`src/hw/pll_map.vh`:
```
// Register map, field widths and reset values of the PLL divider and spread block
`ifndef PLL_MAP_VH
`define PLL_MAP_VH
`define PLL_CFG_BASE 8'h00
`define BANK_BASE 8'h10
`define STATUS_ADDR 8'h20
`define LAST_CTRL_ADDR 8'h4C
`define LAST_LOOP_ADDR 8'h50
`define SS_CTRL_ADDR 8'hAC
`define SS_SAMP_LO_ADDR 8'hB0
`define SS_SAMP_HI_ADDR 8'hB4
`define SS_STATUS_ADDR 8'hB8
`define REF_DIV_W 7
`define FB_W 12
`define FRAC_W 4
`define MULT_W 14
`define Q_W 7
`define Q_DISABLE 7'h7F
`define OFF_LOW 2'h0
`define OFF_HIGH 2'h1
`define STEP_EXTRA 5'h02
`define SAMPLE_COUNT 12
`define OFFSET_W 6
`define PLL_CFG_RESET 24'h000001
`define BANK_RESET 10'h000
`define LFSR_SEED 15'h0001
`endif

```
`src/hw/pll_divider_spread_modulator.v`:
```
// PLL divider settings, output dividers and spread-spectrum modulator with APB access
// Functional notes
// - Each PLL has a 7-bit reference divide and 12-bit feedback divide setting.
// - Output frequency is input times multiplier over reference divide over output divide.
// - First PLL multiplier is 2N+A+1 when A nonzero, else 2N.
// - Other PLLs use the feedback count directly as multiplier.
// - Undivided output has no divider; each other bank has prescale and 7-bit divide.
// - All-ones: off or /1; otherwise /2 or /((Q+2)*2) by prescale.
// - Disabled divider drives high, low or high-Z per off-state select, no clocks.
// - Spread is active whenever the step-period setting is nonzero.
// - Step lasts setting plus two detector cycles; settings 5 to 14 only.
// - Quadrant uses twice the setting samples; settings 1 to 6 only.
// - Four mirrored quadrants built from the same sample sequence.
// - Zero offset gives centre spread; nonzero centres on M minus one plus offset.
// - Twelve 4-bit delta samples held; only the selected count is used.
// - Waveform starts at offset, each point adds the next delta to the previous.
// - Dither bit randomizes the least significant bit of the sample input.
// - Amplitude-double bit doubles the accumulated total.
// - First PLL spread settings sit between addresses 0xAC and 0xBD.
// - Fourth PLL spread enabled by its bit; settings between 0x4C and 0x85.
//
// The placing of the registers and the APB slave port are this design's own decisions.
`timescale 1ns/1ps
`include "pll_map.vh"

module pll_divider_spread_modulator #(
    parameter NB = 4
) (
    // Clock and reset
    input wire pclk,
    input wire presetn,
    // APB slave
    input wire psel,
    input wire penable,
    input wire pwrite,
    input wire [7:0] paddr,
    input wire [31:0] pwdata,
    output reg [31:0] prdata,
    output reg pready,
    output reg pslverr,
    // VCO levels: bit 0 undivided path, bit i+1 bank i
    input wire [NB:0] vco_clk,
    // Clock outputs
    output reg undivided_output,
    output wire [NB-1:0] bank_out,
    output wire [NB-1:0] bank_oe,
    // Loop settings to the analogue PLLs
    output reg [4*`REF_DIV_W-1:0] ref_divide,
    output reg [4*`MULT_W-1:0] pll_mult,
    output reg signed [8:0] spread_frac,
    output reg spread_active,
    output reg last_pll_spread_enable,
    output reg [7:0] last_pll_spread_ref_divide,
    output reg [15:0] last_pll_spread_loop_count
);

    reg [23:0] pll_cfg_reg [0:3];
    reg [9:0] bank_reg [0:NB-1];
    reg [17:0] ss_ctrl_reg;
    reg [47:0] samp_reg;
    reg [31:0] rd_data;
    reg rd_ok;
    reg [6:0] pfd_cnt_reg;
    reg pfd_tick_reg;
    reg [4:0] step_cnt_reg;
    reg [3:0] idx_reg;
    reg [1:0] quad_reg;
    reg signed [7:0] acc_reg;
    reg [14:0] lfsr_reg;
    integer k;
    integer m;

    // Address pages of the per-PLL and per-bank words
    localparam [3:0] CFG_PAGE = 4'h0;
    localparam [3:0] BANK_PAGE = 4'h1;

    wire [3:0] step_set = ss_ctrl_reg[3:0];
    wire [2:0] quad_set = ss_ctrl_reg[6:4];
    wire [5:0] offset = ss_ctrl_reg[13:8];
    wire lsb_dither_enable = ss_ctrl_reg[16];
    wire amplitude_double = ss_ctrl_reg[17];
    wire [4:0] step_len = {1'b0, step_set} + `STEP_EXTRA;
    wire [3:0] nssc = {quad_set, 1'b0};
    wire access = psel & penable & ~pready;
    wire wr_en = psel & penable & pready & pwrite;
    wire [1:0] sel = paddr[3:2];

    // Mirrored quadrants walk the same samples forward then backward
    reg [3:0] idx_rd;
    always @* begin
        if (quad_reg[0]) begin
            idx_rd = nssc - 4'h1 - idx_reg;
        end else begin
            idx_rd = idx_reg;
        end
    end

    // Explicit sample mux keeps the index arithmetic narrow
    reg [3:0] samp_raw;
    always @* begin
        case (idx_rd)
            4'h0: samp_raw = samp_reg[3:0];
            4'h1: samp_raw = samp_reg[7:4];
            4'h2: samp_raw = samp_reg[11:8];
            4'h3: samp_raw = samp_reg[15:12];
            4'h4: samp_raw = samp_reg[19:16];
            4'h5: samp_raw = samp_reg[23:20];
            4'h6: samp_raw = samp_reg[27:24];
            4'h7: samp_raw = samp_reg[31:28];
            4'h8: samp_raw = samp_reg[35:32];
            4'h9: samp_raw = samp_reg[39:36];
            4'hA: samp_raw = samp_reg[43:40];
            4'hB: samp_raw = samp_reg[47:44];
            default: samp_raw = 4'h0;
        endcase
    end

    // Dither flips only the sample lsb, so the walk may drift by one per step
    wire [3:0] samp = samp_raw ^ {3'b000, lsb_dither_enable & lfsr_reg[0]};

    // Quadrants 0 and 3 climb, 1 and 2 fall
    reg quad_up;
    always @* begin
        case (quad_reg)
            2'd0: quad_up = 1'b1;
            2'd1: quad_up = 1'b0;
            2'd2: quad_up = 1'b0;
            2'd3: quad_up = 1'b1;
            default: quad_up = 1'b1;
        endcase
    end
    wire signed [7:0] acc_next = quad_up ? acc_reg + $signed({4'h0, samp})
                                        : acc_reg - $signed({4'h0, samp});

    // Doubling shifts the whole accumulated point, not each sample
    reg signed [8:0] acc_scaled;
    always @* begin
        if (amplitude_double) begin
            acc_scaled = {acc_reg, 1'b0};
        end else begin
            acc_scaled = {acc_reg[7], acc_reg};
        end
    end

    // Register read decode
    always @* begin
        rd_data = 32'h00000000;
        rd_ok = 1'b1;
        if (paddr[7:4] == CFG_PAGE) begin
            rd_data = {8'h00, pll_cfg_reg[sel]};
        end else if (paddr[7:4] == BANK_PAGE && sel < NB) begin
            rd_data = {22'h000000, bank_reg[sel]};
        end else begin
            case (paddr)
                `STATUS_ADDR: rd_data = {26'h0000000, spread_active, last_pll_spread_enable, 4'h0};
                `LAST_CTRL_ADDR: rd_data = {23'h000000, last_pll_spread_enable, last_pll_spread_ref_divide};
                `LAST_LOOP_ADDR: rd_data = {16'h0000, last_pll_spread_loop_count};
                `SS_CTRL_ADDR: rd_data = {14'h0000, ss_ctrl_reg};
                `SS_SAMP_LO_ADDR: rd_data = samp_reg[31:0];
                `SS_SAMP_HI_ADDR: rd_data = {16'h0000, samp_reg[47:32]};
                `SS_STATUS_ADDR: rd_data = {9'h000, quad_reg, idx_reg, acc_reg, spread_frac};
                default: rd_ok = 1'b0;
            endcase
        end
    end

    // APB answer one cycle into the access phase
    always @(posedge pclk or negedge presetn) begin
        if (!presetn) begin
            pready <= 1'b0;
            pslverr <= 1'b0;
            prdata <= 32'h00000000;
        end else begin
            pready <= access;
            pslverr <= access & ~rd_ok;
            if (access && !pwrite) begin
                prdata <= rd_data;
            end
        end
    end

    // Register writes
    always @(posedge pclk or negedge presetn) begin
        if (!presetn) begin
            for (k = 0; k < 4; k = k + 1) begin
                pll_cfg_reg[k] <= `PLL_CFG_RESET;
            end
            for (k = 0; k < NB; k = k + 1) begin
                bank_reg[k] <= `BANK_RESET;
            end
            ss_ctrl_reg <= 18'h00000;
            samp_reg <= 48'h000000000000;
            last_pll_spread_enable <= 1'b0;
            last_pll_spread_ref_divide <= 8'h00;
            last_pll_spread_loop_count <= 16'h0000;
        end else if (wr_en) begin
            if (paddr[7:4] == CFG_PAGE) begin
                pll_cfg_reg[sel] <= pwdata[23:0];
            end else if (paddr[7:4] == BANK_PAGE && sel < NB) begin
                bank_reg[sel] <= pwdata[9:0];
            end else begin
                case (paddr)
                    `LAST_CTRL_ADDR: begin
                        last_pll_spread_enable <= pwdata[8];
                        last_pll_spread_ref_divide <= pwdata[7:0];
                    end
                    `LAST_LOOP_ADDR: last_pll_spread_loop_count <= pwdata[15:0];
                    `SS_CTRL_ADDR: ss_ctrl_reg <= pwdata[17:0];
                    `SS_SAMP_LO_ADDR: samp_reg[31:0] <= pwdata;
                    `SS_SAMP_HI_ADDR: samp_reg[47:32] <= pwdata[15:0];
                    default: ;
                endcase
            end
        end
    end

    // Multipliers and reference divides
    always @(posedge pclk or negedge presetn) begin
        if (!presetn) begin
            pll_mult <= {4*`MULT_W{1'b0}};
            ref_divide <= {4*`REF_DIV_W{1'b0}};
        end else begin
            for (m = 0; m < 4; m = m + 1) begin
                ref_divide[m*`REF_DIV_W +: `REF_DIV_W] <= pll_cfg_reg[m][6:0];
                pll_mult[m*`MULT_W +: `MULT_W] <= {2'b00, pll_cfg_reg[m][19:8]};
            end
            if (pll_cfg_reg[0][23:20] != 4'h0) begin
                pll_mult[`MULT_W-1:0] <= {1'b0, pll_cfg_reg[0][19:8], 1'b0}
                    + {10'h000, pll_cfg_reg[0][23:20]} + 14'h0001;
            end else begin
                pll_mult[`MULT_W-1:0] <= {1'b0, pll_cfg_reg[0][19:8], 1'b0};
            end
        end
    end

    // Detector rate enable: input clock over first PLL reference divide
    always @(posedge pclk or negedge presetn) begin
        if (!presetn) begin
            pfd_cnt_reg <= 7'h00;
            pfd_tick_reg <= 1'b0;
        end else begin
            pfd_tick_reg <= 1'b0;
            if (pll_cfg_reg[0][6:0] == 7'h00) begin
                pfd_cnt_reg <= 7'h00;
            end else if (pfd_cnt_reg >= pll_cfg_reg[0][6:0] - 7'h01) begin
                pfd_cnt_reg <= 7'h00;
                pfd_tick_reg <= 1'b1;
            end else begin
                pfd_cnt_reg <= pfd_cnt_reg + 7'h01;
            end
        end
    end

    // Spread modulator walk
    always @(posedge pclk or negedge presetn) begin
        if (!presetn) begin
            step_cnt_reg <= 5'h00;
            idx_reg <= 4'h0;
            quad_reg <= 2'd0;
            acc_reg <= 8'sh00;
            lfsr_reg <= `LFSR_SEED;
            spread_frac <= 9'sh000;
            spread_active <= 1'b0;
        end else begin
            spread_active <= (step_set != 4'h0);
            spread_frac <= $signed({3'b000, offset}) + acc_scaled;
            if (step_set == 4'h0 || nssc == 4'h0) begin
                step_cnt_reg <= 5'h00;
                idx_reg <= 4'h0;
                quad_reg <= 2'd0;
                acc_reg <= 8'sh00;
            end else if (pfd_tick_reg) begin
                if (step_cnt_reg >= step_len - 5'h01) begin
                    step_cnt_reg <= 5'h00;
                    acc_reg <= acc_next;
                    lfsr_reg <= {lfsr_reg[13:0], lfsr_reg[14] ^ lfsr_reg[13]};
                    if (idx_reg >= nssc - 4'h1) begin
                        idx_reg <= 4'h0;
                        quad_reg <= quad_reg + 2'd1;
                    end else begin
                        idx_reg <= idx_reg + 4'h1;
                    end
                end else begin
                    step_cnt_reg <= step_cnt_reg + 5'h01;
                end
            end
        end
    end

    // Undivided path
    always @(posedge pclk or negedge presetn) begin
        if (!presetn) begin
            undivided_output <= 1'b0;
        end else begin
            undivided_output <= vco_clk[0];
        end
    end

    // Output dividers, one per bank
    genvar g;
    generate
        for (g = 0; g < NB; g = g + 1) begin : bank
            reg prev_reg;
            reg [6:0] cnt_reg;
            reg out_reg;
            reg oe_reg;
            wire [6:0] q = bank_reg[g][6:0];
            wire pm = bank_reg[g][7];
            wire [1:0] off_state_select = bank_reg[g][9:8];
            wire rise = vco_clk[g+1] & ~prev_reg;
            assign bank_out[g] = out_reg;
            assign bank_oe[g] = oe_reg;
            always @(posedge pclk or negedge presetn) begin
                if (!presetn) begin
                    prev_reg <= 1'b0;
                    cnt_reg <= 7'h00;
                    out_reg <= 1'b0;
                    oe_reg <= 1'b0;
                end else begin
                    prev_reg <= vco_clk[g+1];
                    oe_reg <= 1'b1;
                    if (q == `Q_DISABLE && !pm) begin
                        cnt_reg <= 7'h00;
                        out_reg <= (off_state_select == `OFF_HIGH);
                        oe_reg <= (off_state_select == `OFF_LOW) || (off_state_select == `OFF_HIGH);
                    end else if (q == `Q_DISABLE) begin
                        out_reg <= vco_clk[g+1];
                    end else if (rise && !pm) begin
                        out_reg <= ~out_reg;
                    end else if (rise) begin
                        if (cnt_reg >= q + 7'h01) begin
                            cnt_reg <= 7'h00;
                            out_reg <= ~out_reg;
                        end else begin
                            cnt_reg <= cnt_reg + 7'h01;
                        end
                    end
                end
            end
        end
    endgenerate

endmodule // pll_divider_spread_modulator

```
`config.mk`:
```
export PLATFORM = sky130hd
export DESIGN_NAME = pll_divider_spread_modulator
export DESIGN_NICKNAME = d
export VERILOG_FILES = /design/src/hw/pll_divider_spread_modulator.v
export VERILOG_INCLUDE_DIRS = /design/src /design/src/hw
export SDC_FILE = /design/constraint.sdc
export NUM_CORES = 1
export LEC_CHECK = 0
export ABC_AREA = 1
export CELL_PAD_IN_SITES_DETAIL_PLACEMENT = 0
export CELL_PAD_IN_SITES_GLOBAL_PLACEMENT = 2
export CORE_MARGIN = 3
export CORE_UTILIZATION = 39
export CTS_CLUSTER_SIZE = 28
export DETAILED_ROUTE_END_ITERATION = 6
export DONT_BUFFER_PORTS = 1
export PLACE_DENSITY = 0.89
export SLEW_MARGIN = 20
export SYNTH_ARGS = -nofsm -noshare
export SYNTH_HDL_FRONTEND = slang
export SYNTH_SLANG_ARGS = --single-unit
```
`constraint.sdc`:
```
create_clock -name pclk -period 5 [get_ports pclk]
set_input_delay 0 -clock pclk [delete_from_list [all_inputs] [get_ports pclk]]
set_output_delay 0 -clock pclk [all_outputs]
set_load 0.02 [all_outputs]
```
==> key figures <==
Floorplan
  – Row count: 83
  – Initial core utilization: 0.396
  – I/O Pins: 212
  – Die Wd: 234 µm
  – Area of the core: 51400 µm²
  – Die Span Y: 234 µm
  – Die area: 54900 µm²

Drt
  – DR vias/cell: 5.32
  – Starting DRT DRC Count: 1164
  – DRC: 0
  – Drt first pass iters: 6
  – Vias: 16000
  – Drt total wl: 64800 µm
  – Routed wire length per instance: 21.5 µm
  – Routed Antenna Nets: 0

Power
  – Tot Pwr: 7.69 mW
  – Leak pwr: 10.6 nW
  – IR drop worst, VDD: 232 µV
  – PwrDens: 334 nW/µm²

Placed design
  – DP Wirelength: 46000 µm
  – DP Area: 20900 µm²
  – PortBufs: 0
  – GPL Wtd Cong: 0.879
  – Dpl ws: 0.290 ns

Timing
  – # setup viols final: 0
  – Final WS setup: 0.345 ns
  – Least-Margin Pin Slew: 1.15 ns
  – Final TNS setup: 0 ns
  – Fmax achieved: 215 MHz
  – Tcrit/Tclk final: 0.931
  – Clock Skew: 0.0428 ns
  – Hold Slack: -0.893 ns
  – Hold Vio Cnt, Final: 432
  – Slew Limit Headroom: 0.232
  – Slew Limit Fails: 0
  – Tmin final: 4.66 ns

Cells and area
  – Layout area overhead: 13.3%
  – Post-Layout Inst Area: 23000 µm²
  – NumNets Final: 2423
  – Layout cells sized above 1: 0.0652
  – ANT cells: 0
  – Max reg flops: 96
  – Filler instances: 4984

Global route
  – Residual overflow from global routing: 0
  – Vias in the first global route: 15900
  – Grt met3 use: 0.0592
  – M1 GR Usage: 0.308
  – Top Usage Layer GRT: met2
  – Met2 Resource Use GR: 0.389
  – Initial antenna violation count: 0
  – GRT Resource Usage Total: 0.237
  – Global-route wire length before repair: 98500 µm
  – Largest net degree at the start of global routing: 433

Synth
  – Mean Syn Cell Area: 8.90 µm²
  – Synth top area share: 0.525
  – Most numerous cell in the Yosys netlist: nand2_1
  – Area contributors post-synth: dfrtp_1 (53%), nand2_1 (11%), o21ai_0 (7.1%)
  – Mapped Cells: 2284
  – Async SR Flop Fraction: 1.00
  – Synth top cells by count: nand2_1 (597), dfrtp_1 (427), o21ai_0 (289), inv_1 (205), nor2_1 (110)
  – Register area share after synthesis: 0.532
  – Synth Flop Type: dfrtp_1
  – Flops & latches, synth: 432
  – YS warnings: 0
  – Synth unique cells: 63
  – Post-synth top area cell: dfrtp_1
  – Post-Syn Area: 20300 µm²
  – EDFF count, synth: 0

Setup path
  – Cell mode on critical path: nand2_1
  – Worst path arrival time: 5.16 ns
  – CP Launch Point: ss_ctrl_reg[4]$_DFFE_PN0P_
  – Slowest-stage cell, CP: dfrtp_1
  – CP Max Fanout: 11
  – Worst reg-to-reg setup slack: 0.34 ns
  – Setup crit start kind: flop
  – Critical path data required time: 5.51 ns
  – FF-to-FF path depth: 29
  – CP endpoint kind: flop
  – RR Endpoint: acc_reg[7]$_DFFE_PN0P_
  – Crit Path Category: flop to flop
  – R2r startpoint: ss_ctrl_reg[4]$_DFFE_PN0P_
  – Max stage delay on crit path: 0.38 ns

Clocking
  – Clock sink count: 432
  – CTS tree: done
  – Root buffer cell: clkbuf_16
  – Latest clock arrival within the worst-skew pair: 0.62 ns
  – H-tree Lvls: 2
  – Deepest clock path buffer count: 3
  – Clk slew on worst S/H paths: 0.06 ns
  – Cts hold-fix bufs: 44
  – TritonCTS buffer count: 48

Job
  – Max cap viols: 0

Min path
  – Worst Hold Class: primary input to asynchronous set/reset pin

Status
  – Failing checks: hold timing
  – Run status: complete, but fails checks
[cell type report]
type / count / area (µm²) / area share
tap: 680 / 851 / 0.0369
clock buffer: 59 / 1270 / 0.0552
timing repair buffer: 61 / 568 / 0.0247
clock inverter: 29 / 417 / 0.0181
sequential: 432 / 10800 / 0.469
multi-input combinational: 1535 / 8310 / 0.361
inverter: 215 / 810 / 0.0351
[critical path, delay by kind of cell, from the launching register on]
family	cells	cell delay, ns
fa+ha+maj	4	1.18
compound gates	7	1.01
simple gates	11	1.02
xor+xnor	2	0.46
buf+inv	5	0.51
flops	1	0.38
[where the power goes]
part / leakage (nW) / switching (mW) / internal (mW)
clock network: 0.830 / 1.54 / 2.25
registers: 5.90 / 0.101 / 3.55
logic: 3.91 / 0.162 / 0.0825
total: 10.6 / 1.81 / 5.89
[cells in the final DEF (no fill, tap or decap), drive strengths merged, types with 6 or more instances in the layout]
cell,netlist,final
a211oi,8,8
a21oi,64,64
a221oi,13,13
a22oi,16,16
a31oi,7,7
buf,20,17
bufinv,0,8
clkbuf,87,59
clkinv,2,18
conb,1,6
dfrtp,427,427
dlygate4sd3,0,44
ha,77,77
inv,213,216
nand2,604,604
nand3,73,73
nand3b,10,10
nand4,53,53
nor2,119,119
nor3,20,20
o21a,9,9
o21ai,295,295
o22ai,31,31
o31ai,7,7
xnor2,22,22
xor2,50,50
[kinds of logic (layout without fill, tap and decap cells)]
logic type	Yosys count	after routing	share of synthesized area
and+or+nand+nor	891	891	0.185
xor gates and xnor gates	72	72	0.0317
muxes	3	3	0.00166
AOI/OAI and AO/OA	483	483	0.135
other	1	6	0.000184
DFF	432	432	0.532
adders and majority gates	80	80	0.0503
buffers and inverters	322	364	0.0635
[what timing repair did]
item	CTS	global route
setup buffers	0	1
endpoints found under the setup margin	0	3
endpoints found under the hold margin	707	432
resized for setup	0	5
[worst max path at each step]
stage / slack, ns / cells past startpoint / to
floorplan: 0.88 / 31 / acc_reg[7]$_DFFE_PN0P_
global placement: 0.41 / 29 / acc_reg[7]$_DFFE_PN0P_
detailed placement: 0.29 / 30 / acc_reg[7]$_DFFE_PN0P_
CTS: 0.26 / 31 / acc_reg[7]$_DFFE_PN0P_
global route: -0.004 / 30 / acc_reg[7]$_DFFE_PN0P_
finish: 0.34 / 29 / acc_reg[7]$_DFFE_PN0P_
[metal layers]
| layer | part of all wire | wire length (µm) | up-vias |
|---|---|---|---|
| met5 | 0 | 0 | - |
| met4 | 0.032 | 2070 | 0 |
| met3 | 0.076 | 4900 | 109 |
| met2 | 0.47 | 30500 | 485 |
| met1 | 0.42 | 27300 | 7840 |
| li1 | - | - | 7583 |
[metrics by stage]
| stage | utilization | instances |
|---|---|---|
| CTS | 0.448 | 3010 |
| floorplan | - | 2289 |
| global route | 0.448 | 3011 |
| detailed placement | 0.406 | 2878 |
| finish | 0.448 | 3011 |
| global placement | 0.406 | 2878 |
No activity file was read; power rests on OpenSTA's default activity.
